==> config.mk <==
export PLATFORM = sky130hd
export DESIGN_NAME = t1_alarm_error_irq_regs
export DESIGN_NICKNAME = d
export VERILOG_FILES = /design/src/pkg/t1_alarm_pkg.sv /design/src/verilog/t1_alarm_error_irq_regs.sv /design/src/verilog/persist_filter.sv
export VERILOG_INCLUDE_DIRS = /design/src /design/src/pkg
export SDC_FILE = /design/constraint.sdc
export NUM_CORES = 1
export LEC_CHECK = 0
export BUFFER_PORTS_ARGS = -buffer_cell sky130_fd_sc_hd__buf_4
export CAP_MARGIN = 40
export CORE_ASPECT_RATIO = 0.6
export CORE_MARGIN = 8
export CORE_UTILIZATION = 50
export DETAILED_ROUTE_END_ITERATION = 10
export GPL_ROUTABILITY_DRIVEN = 1
export PLACE_DENSITY = 0.71
export SETUP_SLACK_MARGIN = 0.1
export SLEW_MARGIN = 20
export SYNTH_ARGS = -nofsm -noshare
export SYNTH_HDL_FRONTEND = slang
export SYNTH_SLANG_ARGS = --single-unit
==> constraint.sdc <==
create_clock -name clock_i -period 5 [get_ports clock_i]
set_input_delay 0.25 -clock clock_i [delete_from_list [all_inputs] [get_ports clock_i]]
set_output_delay 0.25 -clock clock_i [all_outputs]
set_load 0.01 [all_outputs]
==> src/pkg/t1_alarm_defs.svh <==
// offsets, field positions, reset values and timing counts for the
// receive alarm and error interrupt block.
// assumes an 8-bit register port and a 200 MHz framer clock.
`ifndef T1_ALARM_DEFS_SVH
`define T1_ALARM_DEFS_SVH

// ============================================================
// register map
`define ADDR_STATUS 8'h00
`define ADDR_ENABLE 8'h01
`define ADDR_FRAMING 8'h02

// ============================================================
// status and enable fields
`define BIT_YEL_CHG 0
`define BIT_AIS_CHG 1
`define BIT_OOF_CHG 2
`define BIT_LCV 3
`define BIT_KEEP_ZERO 4
`define BIT_YEL_STATE 5
`define BIT_AIS_STATE 6
`define BIT_OOF_STATE 7
`define FLAG_COUNT 4
`define FLAG_ALL 4'hf
`define ENABLE_WR_MASK 8'h1f
`define STATUS_RESET 4'h0
`define ENABLE_RESET 8'h00
`define FRAMING_RESET 8'h00
`define TOL_LSB 0
`define WIN_LSB 4
`define FIELD_W 4

// ============================================================
// timing
`define CLOCK_KHZ 200000
`define AIS_PERSIST_MS 42
`define YEL_PERSIST_MS 900
`define YEL_CLEAR_MS 0
`define AIS_PERSIST_CYCLES (`AIS_PERSIST_MS * `CLOCK_KHZ)
`define YEL_PERSIST_CYCLES (`YEL_PERSIST_MS * `CLOCK_KHZ)
`define YEL_CLEAR_CYCLES (`YEL_CLEAR_MS * `CLOCK_KHZ)
`define PERSIST_CNT_W 28

`endif

==> src/pkg/t1_alarm_pkg.sv <==
// types shared by the alarm and error interrupt block.
// assumes nothing beyond the defines header.
`default_nettype none
package t1_alarm_pkg;

  // ============================================================
  // frame alignment state, one-hot
  typedef enum logic [1:0] {
    IN_FRAME = 2'b01,
    OUT_OF_FRAME = 2'b10
  } oof_state_t;

  typedef logic [7:0] reg_byte_t;

endpackage
`default_nettype wire

==> src/verilog/t1_alarm_error_irq_regs.sv <==
// receive alarm and error interrupt registers with the out-of-frame
// detector and the persistence filters for the two alarm defects.
// assumes detector inputs come from framer logic on clock_i and a
// register master that holds each strobe for one cycle.
//
// The register offsets and the plain strobed port were left to the implementer.
`timescale 1ns/1ps
`default_nettype none
`include "t1_alarm_defs.svh"

module t1_alarm_error_irq_regs
  import t1_alarm_pkg::*;
#(
  parameter int unsigned AIS_CYCLES = `AIS_PERSIST_CYCLES,
  parameter int unsigned YEL_CYCLES = `YEL_PERSIST_CYCLES
) (
  input wire logic clock_i,
  input wire logic arst_n_i,
  // register port
  input wire logic [7:0] reg_addr_i,
  input wire logic [7:0] reg_wdata_i,
  input wire logic reg_wr_i,
  input wire logic reg_rd_i,
  output logic [7:0] reg_rdata_o,
  // framer detector side
  input wire logic frame_bit_check_i,
  input wire logic frame_bit_error_i,
  input wire logic frame_regained_i,
  input wire logic ais_cond_i,
  input wire logic rai_cond_i,
  input wire logic lcv_i,
  // results
  output logic oof_state_o,
  output logic ais_state_o,
  output logic yel_state_o,
  output logic irq_o
);

  // ============================================================
  // address decode helper
  function automatic logic addr_hit(input logic [7:0] addr,
                                    input logic [7:0] target);
    addr_hit = (addr == target);
  endfunction

  logic wr_status;
  logic wr_enable;
  logic wr_framing;
  logic rd_status;
  logic rd_enable;
  logic rd_framing;

  // strobes qualified by address
  assign wr_status = reg_wr_i && addr_hit(reg_addr_i, `ADDR_STATUS);
  assign wr_enable = reg_wr_i && addr_hit(reg_addr_i, `ADDR_ENABLE);
  assign wr_framing = reg_wr_i && addr_hit(reg_addr_i, `ADDR_FRAMING);
  assign rd_status = reg_rd_i && addr_hit(reg_addr_i, `ADDR_STATUS);
  assign rd_enable = reg_rd_i && addr_hit(reg_addr_i, `ADDR_ENABLE);
  assign rd_framing = reg_rd_i && addr_hit(reg_addr_i, `ADDR_FRAMING);

  // ============================================================
  // enable and framing control registers
  reg_byte_t alarm_error_irq_enable;
  reg_byte_t framing_ctrl;
  reg_byte_t next_enable;
  logic [`FIELD_W-1:0] frame_error_tolerance;
  logic [`FIELD_W-1:0] frame_error_window;

  // bits 7..5 are dropped on write so they always read zero
  assign next_enable = reg_wdata_i & `ENABLE_WR_MASK;
  assign frame_error_tolerance =
    framing_ctrl[`TOL_LSB +: `FIELD_W];
  assign frame_error_window =
    framing_ctrl[`WIN_LSB +: `FIELD_W];

  // control registers take plain writes
  always_ff @(posedge clock_i or negedge arst_n_i) begin
    if (!arst_n_i) begin
      alarm_error_irq_enable <= `ENABLE_RESET;
      framing_ctrl <= `FRAMING_RESET;
    end else begin
      if (wr_enable) begin
        alarm_error_irq_enable <= next_enable;
      end
      if (wr_framing) begin
        framing_ctrl <= reg_wdata_i;
      end
    end
  end

  logic line_code_error_irq_en;
  logic frame_loss_change_irq_en;
  logic alarm_indication_change_irq_en;
  logic remote_alarm_change_irq_en;

  // bit 4 is stored for readback but steers nothing; software
  // keeps it at zero
  assign line_code_error_irq_en =
    alarm_error_irq_enable[`BIT_LCV];
  assign frame_loss_change_irq_en =
    alarm_error_irq_enable[`BIT_OOF_CHG];
  assign alarm_indication_change_irq_en =
    alarm_error_irq_enable[`BIT_AIS_CHG];
  assign remote_alarm_change_irq_en =
    alarm_error_irq_enable[`BIT_YEL_CHG];

  // ============================================================
  // out-of-frame detector
  oof_state_t oof_state;
  oof_state_t next_oof_state;
  logic [`FIELD_W-1:0] err_cnt;
  logic [`FIELD_W-1:0] win_cnt;
  logic [`FIELD_W-1:0] next_err_cnt;
  logic [`FIELD_W-1:0] next_win_cnt;
  logic [`FIELD_W-1:0] err_plus;
  logic [`FIELD_W-1:0] win_plus;
  logic bad_bit;
  logic tol_hit;
  logic win_end;
  logic count_clear;

  // err_cnt stays below the tolerance, or below the window at zero tolerance, so the sum cannot wrap
  assign err_plus = `FIELD_W'(err_cnt + `FIELD_W'(1));
  assign win_plus = `FIELD_W'(win_cnt + `FIELD_W'(1));
  assign bad_bit = frame_bit_check_i && frame_bit_error_i;
  // zero tolerance disables declaration altogether
  assign tol_hit = bad_bit && (frame_error_tolerance != '0) &&
                   (err_plus >= frame_error_tolerance);
  // zero window restarts the count at every framing bit
  assign win_end = frame_bit_check_i &&
                   (win_plus >= frame_error_window);
  assign count_clear = (oof_state == OUT_OF_FRAME) ||
                       tol_hit || win_end;
  assign next_err_cnt = count_clear ? '0 :
    (bad_bit ? err_plus : err_cnt);
  assign next_win_cnt = count_clear ? '0 :
    (frame_bit_check_i ? win_plus : win_cnt);

  // declare on tolerance, clear when the framer realigns
  always_comb begin
    next_oof_state = oof_state;
    unique case (oof_state)
      IN_FRAME: begin
        if (tol_hit) begin
          next_oof_state = OUT_OF_FRAME;
        end
      end
      OUT_OF_FRAME: begin
        if (frame_regained_i) begin
          next_oof_state = IN_FRAME;
        end
      end
      default: begin
        next_oof_state = OUT_OF_FRAME;
      end
    endcase
  end

  // detector registers
  always_ff @(posedge clock_i or negedge arst_n_i) begin
    if (!arst_n_i) begin
      oof_state <= IN_FRAME;
      err_cnt <= '0;
      win_cnt <= '0;
    end else begin
      oof_state <= next_oof_state;
      err_cnt <= next_err_cnt;
      win_cnt <= next_win_cnt;
    end
  end

  assign oof_state_o = (oof_state == OUT_OF_FRAME);

  // ============================================================
  // alarm defect filters
  // counts of 8.4 million and 180 million cycles: a bench can shorten them
  persist_filter #(
    .SET_CYCLES(AIS_CYCLES),
    .CLR_CYCLES(AIS_CYCLES)
  ) u_ais_filter (
    .clock_i(clock_i),
    .arst_n_i(arst_n_i),
    .cond_i(ais_cond_i),
    .state_o(ais_state_o)
  );

  // yellow clears without delay
  persist_filter #(
    .SET_CYCLES(YEL_CYCLES),
    .CLR_CYCLES(`YEL_CLEAR_CYCLES)
  ) u_yel_filter (
    .clock_i(clock_i),
    .arst_n_i(arst_n_i),
    .cond_i(rai_cond_i),
    .state_o(yel_state_o)
  );

  // ============================================================
  // change detection
  logic oof_seen;
  logic ais_seen;
  logic yel_seen;
  logic [`FLAG_COUNT-1:0] flag_event;

  // previous defect states, for both edges
  always_ff @(posedge clock_i or negedge arst_n_i) begin
    if (!arst_n_i) begin
      oof_seen <= 1'b0;
      ais_seen <= 1'b0;
      yel_seen <= 1'b0;
    end else begin
      oof_seen <= oof_state_o;
      ais_seen <= ais_state_o;
      yel_seen <= yel_state_o;
    end
  end

  // declare and clear both count as a change
  assign flag_event[`BIT_OOF_CHG] = oof_state_o ^ oof_seen;
  assign flag_event[`BIT_AIS_CHG] = ais_state_o ^ ais_seen;
  assign flag_event[`BIT_YEL_CHG] = yel_state_o ^ yel_seen;
  assign flag_event[`BIT_LCV] = lcv_i;

  // ============================================================
  // sticky status flags
  logic [`FLAG_COUNT-1:0] flag;
  logic [`FLAG_COUNT-1:0] flag_clear;
  logic [`FLAG_COUNT-1:0] next_flag;

  // a read clears all flags, a write of one clears single flags
  assign flag_clear = (rd_status ? `FLAG_ALL : `STATUS_RESET) |
    (wr_status ? reg_wdata_i[`FLAG_COUNT-1:0] : `STATUS_RESET);
  // the event term goes last so a set beats a same-cycle clear
  assign next_flag = (flag & ~flag_clear) | flag_event;

  generate
    for (genvar i = 0; i < `FLAG_COUNT; i++) begin : g_flag
      // one flip-flop per flag
      always_ff @(posedge clock_i or negedge arst_n_i) begin
        if (!arst_n_i) begin
          flag[i] <= 1'b0;
        end else begin
          flag[i] <= next_flag[i];
        end
      end
    end
  endgenerate

  logic frame_loss_change_flag;
  logic alarm_indication_change_flag;
  logic remote_alarm_change_flag;
  logic line_code_error_flag;

  assign frame_loss_change_flag = flag[`BIT_OOF_CHG];
  assign alarm_indication_change_flag = flag[`BIT_AIS_CHG];
  assign remote_alarm_change_flag = flag[`BIT_YEL_CHG];
  assign line_code_error_flag = flag[`BIT_LCV];

  // ============================================================
  // interrupt output
  logic [`FLAG_COUNT-1:0] live;

  assign live[`BIT_OOF_CHG] =
    frame_loss_change_flag && frame_loss_change_irq_en;
  assign live[`BIT_LCV] =
    line_code_error_flag && line_code_error_irq_en;
  assign live[`BIT_AIS_CHG] = alarm_indication_change_flag &&
    alarm_indication_change_irq_en;
  assign live[`BIT_YEL_CHG] =
    remote_alarm_change_flag && remote_alarm_change_irq_en;
  // level output, drops as soon as no enabled flag remains
  assign irq_o = |live;

  // ============================================================
  // read data
  reg_byte_t alarm_error_irq_status;
  reg_byte_t read_mux;

  assign alarm_error_irq_status = {oof_state_o, ais_state_o,
    yel_state_o, 1'b0, flag};
  // unmapped addresses read zero
  assign read_mux =
    rd_status ? alarm_error_irq_status :
    rd_enable ? alarm_error_irq_enable :
    rd_framing ? framing_ctrl : 8'h00;

  // data stand only in the cycle after the read strobe
  always_ff @(posedge clock_i or negedge arst_n_i) begin
    if (!arst_n_i) begin
      reg_rdata_o <= 8'h00;
    end else begin
      reg_rdata_o <= reg_rd_i ? read_mux : 8'h00;
    end
  end
endmodule
`default_nettype wire

==> src/verilog/persist_filter.sv <==
// persistence filter: a level is declared after it has held for a set
// number of cycles and cleared after it has been absent for another.
// assumes cond_i comes from logic on the same clock.
`timescale 1ns/1ps
`default_nettype none
`include "t1_alarm_defs.svh"

module persist_filter #(
  parameter int unsigned SET_CYCLES = 1,
  parameter int unsigned CLR_CYCLES = 0
) (
  input wire logic clock_i,
  input wire logic arst_n_i,
  input wire logic cond_i,
  output logic state_o
);

  logic [`PERSIST_CNT_W-1:0] cnt;
  logic [`PERSIST_CNT_W-1:0] next_cnt;
  logic next_state;
  logic agree;
  logic set_done;
  logic clr_done;

  // ============================================================
  // counting runs only while the input disagrees with the state
  assign agree = (cond_i == state_o);
  assign set_done = (cnt >= `PERSIST_CNT_W'(SET_CYCLES - 1));
  // zero clear time means an immediate clear
  assign clr_done = (CLR_CYCLES == 0) ||
                    (cnt >= `PERSIST_CNT_W'(CLR_CYCLES - 1));
  assign next_state = agree ? state_o :
                      (cond_i ? set_done : !clr_done);
  assign next_cnt = (agree || next_state != state_o) ?
                    '0 : cnt + `PERSIST_CNT_W'(1);

  // state and counter
  always_ff @(posedge clock_i or negedge arst_n_i) begin
    if (!arst_n_i) begin
      cnt <= '0;
      state_o <= 1'b0;
    end else begin
      cnt <= next_cnt;
      state_o <= next_state;
    end
  end
endmodule
`default_nettype wire

Word-level counts from Yosys, hierarchy flattened:

Cells that the tools add are included.

* output and inout port bits: 12
* bits in registers: 96
* logic and storage cells: 86
* input port bits: 26

* equal/unequal tests: 10
* bitwise logic cells: 7
* add/subtract/negate cells: 4
* magnitude comparators: 4
* mux-type cells: 19
* reduce and logical (&&, ||, !) cells: 25

Operator list (number)
* 28-bit by 1-bit adder with 28-bit output, second input constant: 2
* 28-bit 2-to-1 mux: 2
* 8-bit 2-to-1 mux: 4
* 28-bit by 24-bit greater-or-equal comparator with 1-bit output, second input constant: 1
* 28-bit greater-or-equal comparator, second input constant: 1
* 4-bit 2-to-1 mux: 6
* 1-bit logical AND: 14
* 4-bit by 1-bit adder with 4-bit output, second input constant: 2
* 8-bit by 1-bit equality test with 1-bit output, second input constant: 1
* 8-bit by 2-bit equality test with 1-bit output, second input constant: 1
* 4-bit greater-or-equal comparator: 2
* 8-bit logical NOT: 1
* 4-bit OR: 2
* 4-bit AND: 1
* 1-bit logical OR: 4
* 1-bit 2-to-1 mux: 4
* 2-bit 2-to-1 mux: 2
* 2-bit inequality test, second input constant: 2
* 4-bit NOT: 1
* 2-bit case mux with 2 select lines: 1
* 2-bit nonzero test: 2
* 4-bit nonzero test: 1
* 4-bit OR reduction: 1
* 1-bit XOR: 3
* 6 further kinds: 8

Logic depth before layout (Yosys ltp):

* depth in word-level cells: 7
* mapped depth: 9
* mapped depth without buffers: 8

Cells and area by module:

A second synthesis with hierarchy kept.

* cells, all modules: 471
* area total of the unflattened synthesis: 5051.1 um^2

Modules (own cells, without submodules)
* t1_alarm_error_irq_regs: seq. area each 952.2 um^2, instances 1, area each 1955.6 um^2, cells each 183
* persist_filter (u_ais_filter): seq. area each 725.7 um^2, instances 1, area each 1547.7 um^2, cells each 137
* persist_filter (u_yel_filter): seq. area each 725.7 um^2, instances 1, area each 1547.7 um^2, cells each 151

Worst setup path before layout:

OpenSTA, ideal clock, no wires.

* path kind: register to register
* start: register win_cnt[0]
* end: register win_cnt[2]
* arrival: 1833 ps
* cell stages (with the launch flop): 8
* library setup time: 130 ps
* slack: 3037 ps
* path through: dfrtp_1 -> ha_1 -> ha_1 -> a2111oi_0 -> or3_1 -> clkbuf_1 -> a41oi_1 -> o22ai_1

* cells in the longest elaborated chain, start to end: 5

Ends and longest elaborated chain
* from (decl): line t1_alarm_error_irq_regs.sv:112 `` logic [`FIELD_W-1:0] win_cnt; ``
* from (signal assigned): line t1_alarm_error_irq_regs.sv:168 `win_cnt <= next_win_cnt;`
* 4-bit by 1-bit adder with 4-bit output (*): line t1_alarm_error_irq_regs.sv:124 `` assign win_plus = `FIELD_W'(win_cnt + `FIELD_W'(1)); ``
* 4-bit greater-or-equal comparator: line t1_alarm_error_irq_regs.sv:131 `(win_plus >= frame_error_window);`
* 1-bit logical AND: line t1_alarm_error_irq_regs.sv:130 `assign win_end = frame_bit_check_i &&`
* 1-bit logical OR: line t1_alarm_error_irq_regs.sv:133 `tol_hit || win_end;`
* 4-bit 2-to-1 mux / 2-bit nonzero test (equally long branches)

Every way passes the cells marked *; elsewhere a longest branch is shown, timed or not. The select of a mux whose other input is x is not followed.
A chain may end at the register's enable or synchronous reset.

Worst setup path after layout:

* start: register u_yel_filter.cnt[0]
* end: register u_yel_filter.cnt[27]

* cells in the longest elaborated chain, start to end: 6

Ends and longest elaborated chain
* from (decl): line persist_filter.sv:18 `` logic [`PERSIST_CNT_W-1:0] cnt; ``
* from (signal assigned): line persist_filter.sv:43 `cnt <= next_cnt;`
* 28-bit greater-or-equal comparator: line persist_filter.sv:28 `` assign set_done = (cnt >= `PERSIST_CNT_W'(SET_CYCLES - 1)); ``
* 1-bit 2-to-1 mux: line persist_filter.sv:33 `(cond_i ? set_done : !clr_done);`
* 1-bit 2-to-1 mux: line persist_filter.sv:32 `assign next_state = agree ? state_o :`
* 1-bit inequality test: line persist_filter.sv:34 `assign next_cnt = (agree || next_state != state_o) ?`
* 1-bit logical OR: line persist_filter.sv:34
* 28-bit 2-to-1 mux (*): line persist_filter.sv:34
* via u_yel_filter.next_cnt[27]: line persist_filter.sv:19 `` logic [`PERSIST_CNT_W-1:0] next_cnt; ``

Mark *: on every way through the listed nets, which the timed path passes. The rest lies on a longest branch.

==> metrics.txt <==
status=finished clean; Core Area=9220 um2; Critical Path Max Stage Delay=0.43 ns; EDFF count, synth=0; Critical Path End Type=flip-flop; CP Class=flip-flop to flip-flop; Fin Setup TNS=0 ns; PwrDens=314 nW/um2; vias after detailed routing=3571; H-tree depth=3; Worst Hold Path Cells=2; DRC Markers=0; Post-Syn Instances=478; Diodes inserted=0; vias in the first global route=3380; Synthesis Warnings=0; Max clock buf depth=2; Resized Gates After CTS=0; worst reg2reg path depth=7; Hold Crit Endpoint=line_code_error_flag$_DFF_PN0_; Top Ports=38; initial antenna violation count=0; setup repair after global routing missed its margin=false; post-synth top area share=49.9%; Placer Congestion=0.826; drt total wl=10100 um; clk sink count=96; Post-DP HPWL=7430 um; Synth cell types=56; sequential share of the synthesized area=50.5%; Setup WS post-layout=2.77 ns; DR iter-0 viols=238; site row count=27; synthesized-area fraction occupied by adder cells=3.15%; Port-buffer cells=37; CTS tree=built; Mean Syn Cell Area=9.96 um2; Synth Register Bits=96; Worst Hold Launch=lcv_i; Max VDD drop=0.207 mV; largest net degree at the start of global routing=70; worst slew pin tran=0.695 ns; DR vias/cell=5.49; largest family of logic cells by synthesized area=simple AND/OR/NAND/NOR gates; Syn Std Cell Area=4760 um2; fin. max-slew vios=0; HP Class=input port to flip-flop; chip height=91.6 um; commonest register cell after synthesis=dfrtp_1; Static Leak=2.48 nW; full die area=13000 um2; Num CTS Buffers=9; area leader, netlist=dfrtp_1; Die Wd=142 um; period utilisation layout=44.5%; Max-cap violations=0; clock-pin slew of the registers on the worst-case setup and hold paths=0.06 ns; Core Util, Final=59.1%; average wire per standard cell=15.5 um; max_slew headroom=53.2%; CP max-delay cell=or2_1; CP arrival=2.44 ns; Initial Util=51.6%; post-synthesis xor/xnor area fraction=9.75%; Routed Antenna Nets=0; DR pass1 iterations=5; min cycle time layout=2.23 ns; maximum clock rate=449 MHz; ordered cell list for the critical path=ha_1 > and3_1 > a31oi_1 > nor4_1 > or2_1 > buf_8 > nor2_1; first-pass GRT wire length=16600 um; Synth Area in Compound Gates=8.20%; Clock Skews=0.00445 ns; crit start category=flip-flop; setup slack, reg-to-reg=2.77 ns; Clk Latency, worst-skew pair=0.33 ns; Place WS=2.56 ns; CP Max Fanout=16; Tot GR Track Use=15.9%; worst r2r src=u_yel_filter.cnt[0]$_DFF_PN0_; Area growth, synth to finish=14.5%; total grt overflow=0; Layout Nets=556; worst r2r dst=u_yel_filter.cnt[27]$_DFF_PN0_; multiplexer share of the synthesized area=2.10%; # setup viols final=0; Final Hold Viols=0; layout cells sized above 1=13.8%; CTS root buf=clkbuf_16; top cells by area in the synthesized netlist=dfrtp_1 (50%), xor2_1 (5.7%), nor2_1 (5.0%), xnor2_1 (4.0%), nand2_1 (3.5%); Synth Area in Simple Gates=22.9%; Critical Path RT=5.22 ns; Async S/R FF share, synth=100%
[per-layer routing]
layer / part of all wire [%] / track usage (%) / up-vias
li1: - / - / 1751
met1: 50 / 23.3 / 1707
met2: 44 / 22.3 / 104
met3: 5.9 / 4.81 / 9
met4: 0.60 / 3.47 / 0
met5: 0 / 0 / -
[worst max-delay path by stage]
stage / startpoint / endpoint / slack (ns) / cells past startpoint
after global routing: win_cnt[0]$_DFFE_PN0P_ / win_cnt[1]$_DFFE_PN0P_ / 2.58 / 7
after detailed placement: u_yel_filter.cnt[0]$_DFF_PN0_ / u_yel_filter.cnt[27]$_DFF_PN0_ / 2.56 / 6
after CTS: u_yel_filter.cnt[0]$_DFF_PN0_ / u_yel_filter.cnt[27]$_DFF_PN0_ / 2.55 / 6
after global placement: u_yel_filter.cnt[0]$_DFF_PN0_ / u_yel_filter.cnt[19]$_DFF_PN0_ / 2.70 / 6
after floorplan: win_cnt[0]$_DFFE_PN0P_ / win_cnt[2]$_DFFE_PN0P_ / 3.04 / 7
final: u_yel_filter.cnt[0]$_DFF_PN0_ / u_yel_filter.cnt[27]$_DFF_PN0_ / 2.77 / 7
[repair_timing]
item / 4_1_cts / 5_1_grt
hold endpoints to repair: 27 / 0
setup buffers: 0 / 0
hold buffers: 1 / 0
[final cells by class]
class,instances,area [um2]
fillers,777,3770
flip-flops and latches,96,2400
multi-input cells,353,2210
repair buffers,42,353
clock buffers,11,243
well taps,130,163
inverters,16,60.1
clock inverters,3,20.0
[placed cells by master, fill, tap and decap left out, types with 4 or more instances in the layout]
cell type / count
a21oi_1: 9
a22oi_1: 4
a31o_2: 4
and3_1: 16
and4_1: 4
buf_4: 38
clkbuf_16: 9
conb_1: 4
dfrtp_1: 95
ha_1: 12
inv_1: 16
mux2_2: 8
nand2_1: 45
nand2b_1: 6
nand3_1: 23
nand4_1: 14
nor2_1: 64
nor2b_1: 5
nor3_1: 9
nor4_1: 8
o21ai_0: 17
o22ai_1: 4
or3_1: 5
xnor2_1: 22
xor2_1: 31
[cell usage after synthesis, drive strengths merged, types with 3 or more instances]
cell type / n
o211ai: 3
a21oi: 9
nand3: 23
inv: 16
and3: 16
nor2b: 5
nor4: 9
ha: 12
a31o: 4
nand2: 45
o21ai: 17
xor2: 31
nor3: 9
o22ai: 4
nand4: 15
mux2: 8
buf: 11
xnor2: 22
a22o: 3
nor2: 66
or3: 5
and4: 4
a22oi: 4
dfrtp: 95
nand2b: 6
clkbuf: 5
[flip-flops by register name (all words and copies together) (netlist names), 2 cells and up]
signal and cells:
alarm_error_irq_enable 5, err_cnt 4, framing_ctrl 8, oof_state 2
reg_rdata_o 8, u_ais_filter.cnt 28, u_yel_filter.cnt 28, win_cnt 4
[power by group]
group / total [mW] / internal (mW) / leakage, nW / switching, mW
clock: 0.610 / 0.344 / 0.123 / 0.266
sequential: 0.858 / 0.821 / 1.27 / 0.0373
combinational: 0.241 / 0.103 / 1.09 / 0.138
total: 1.71 / 1.27 / 2.48 / 0.442
[critical path, delay by kind of cell (launching register included)]
| kind | cells | cell delay (ns) |
|---|---|---|
| AO/OA/AOI/OAI | 1 | 0.15 |
| flip-flops | 1 | 0.40 |
| adder cells (fa/ha/maj) | 1 | 0.19 |
| AND/OR/NAND/NOR | 4 | 1.15 |
| buffers and inverters | 1 | 0.22 |
[metrics by stage]
| step | power, mW | std cells | hold slack, ns | cell area, um2 |
|---|---|---|---|---|
| 2_1_floorplan | 1.02 | 481 | -0.0456 | 4770 |
| 3_3_place_gp | 1.10 | 633 | 0.180 | 5120 |
| 3_5_place_dp | 1.11 | 634 | 0.183 | 5140 |
| 4_1_cts | 1.72 | 649 | 0.102 | 5410 |
| 5_1_grt | 1.80 | 651 | 0.0934 | 5450 |
| 6_report | 1.71 | 651 | 0.114 | 5450 |
[kinds of logic (layout without fill, tap and decap cells)]
group                      count (synthesis)  in the layout
AOI/OAI and AO/OA                         59             59
xor gates and xnor gates                  53             53
adders and majority gates                 12             12
buffers and inverters                     32             72
DFF                                       96             96
muxes                                      9              9
other                                      1              4
and+or+nand+nor                          216            216
Power figures use the tool's default switching activity.
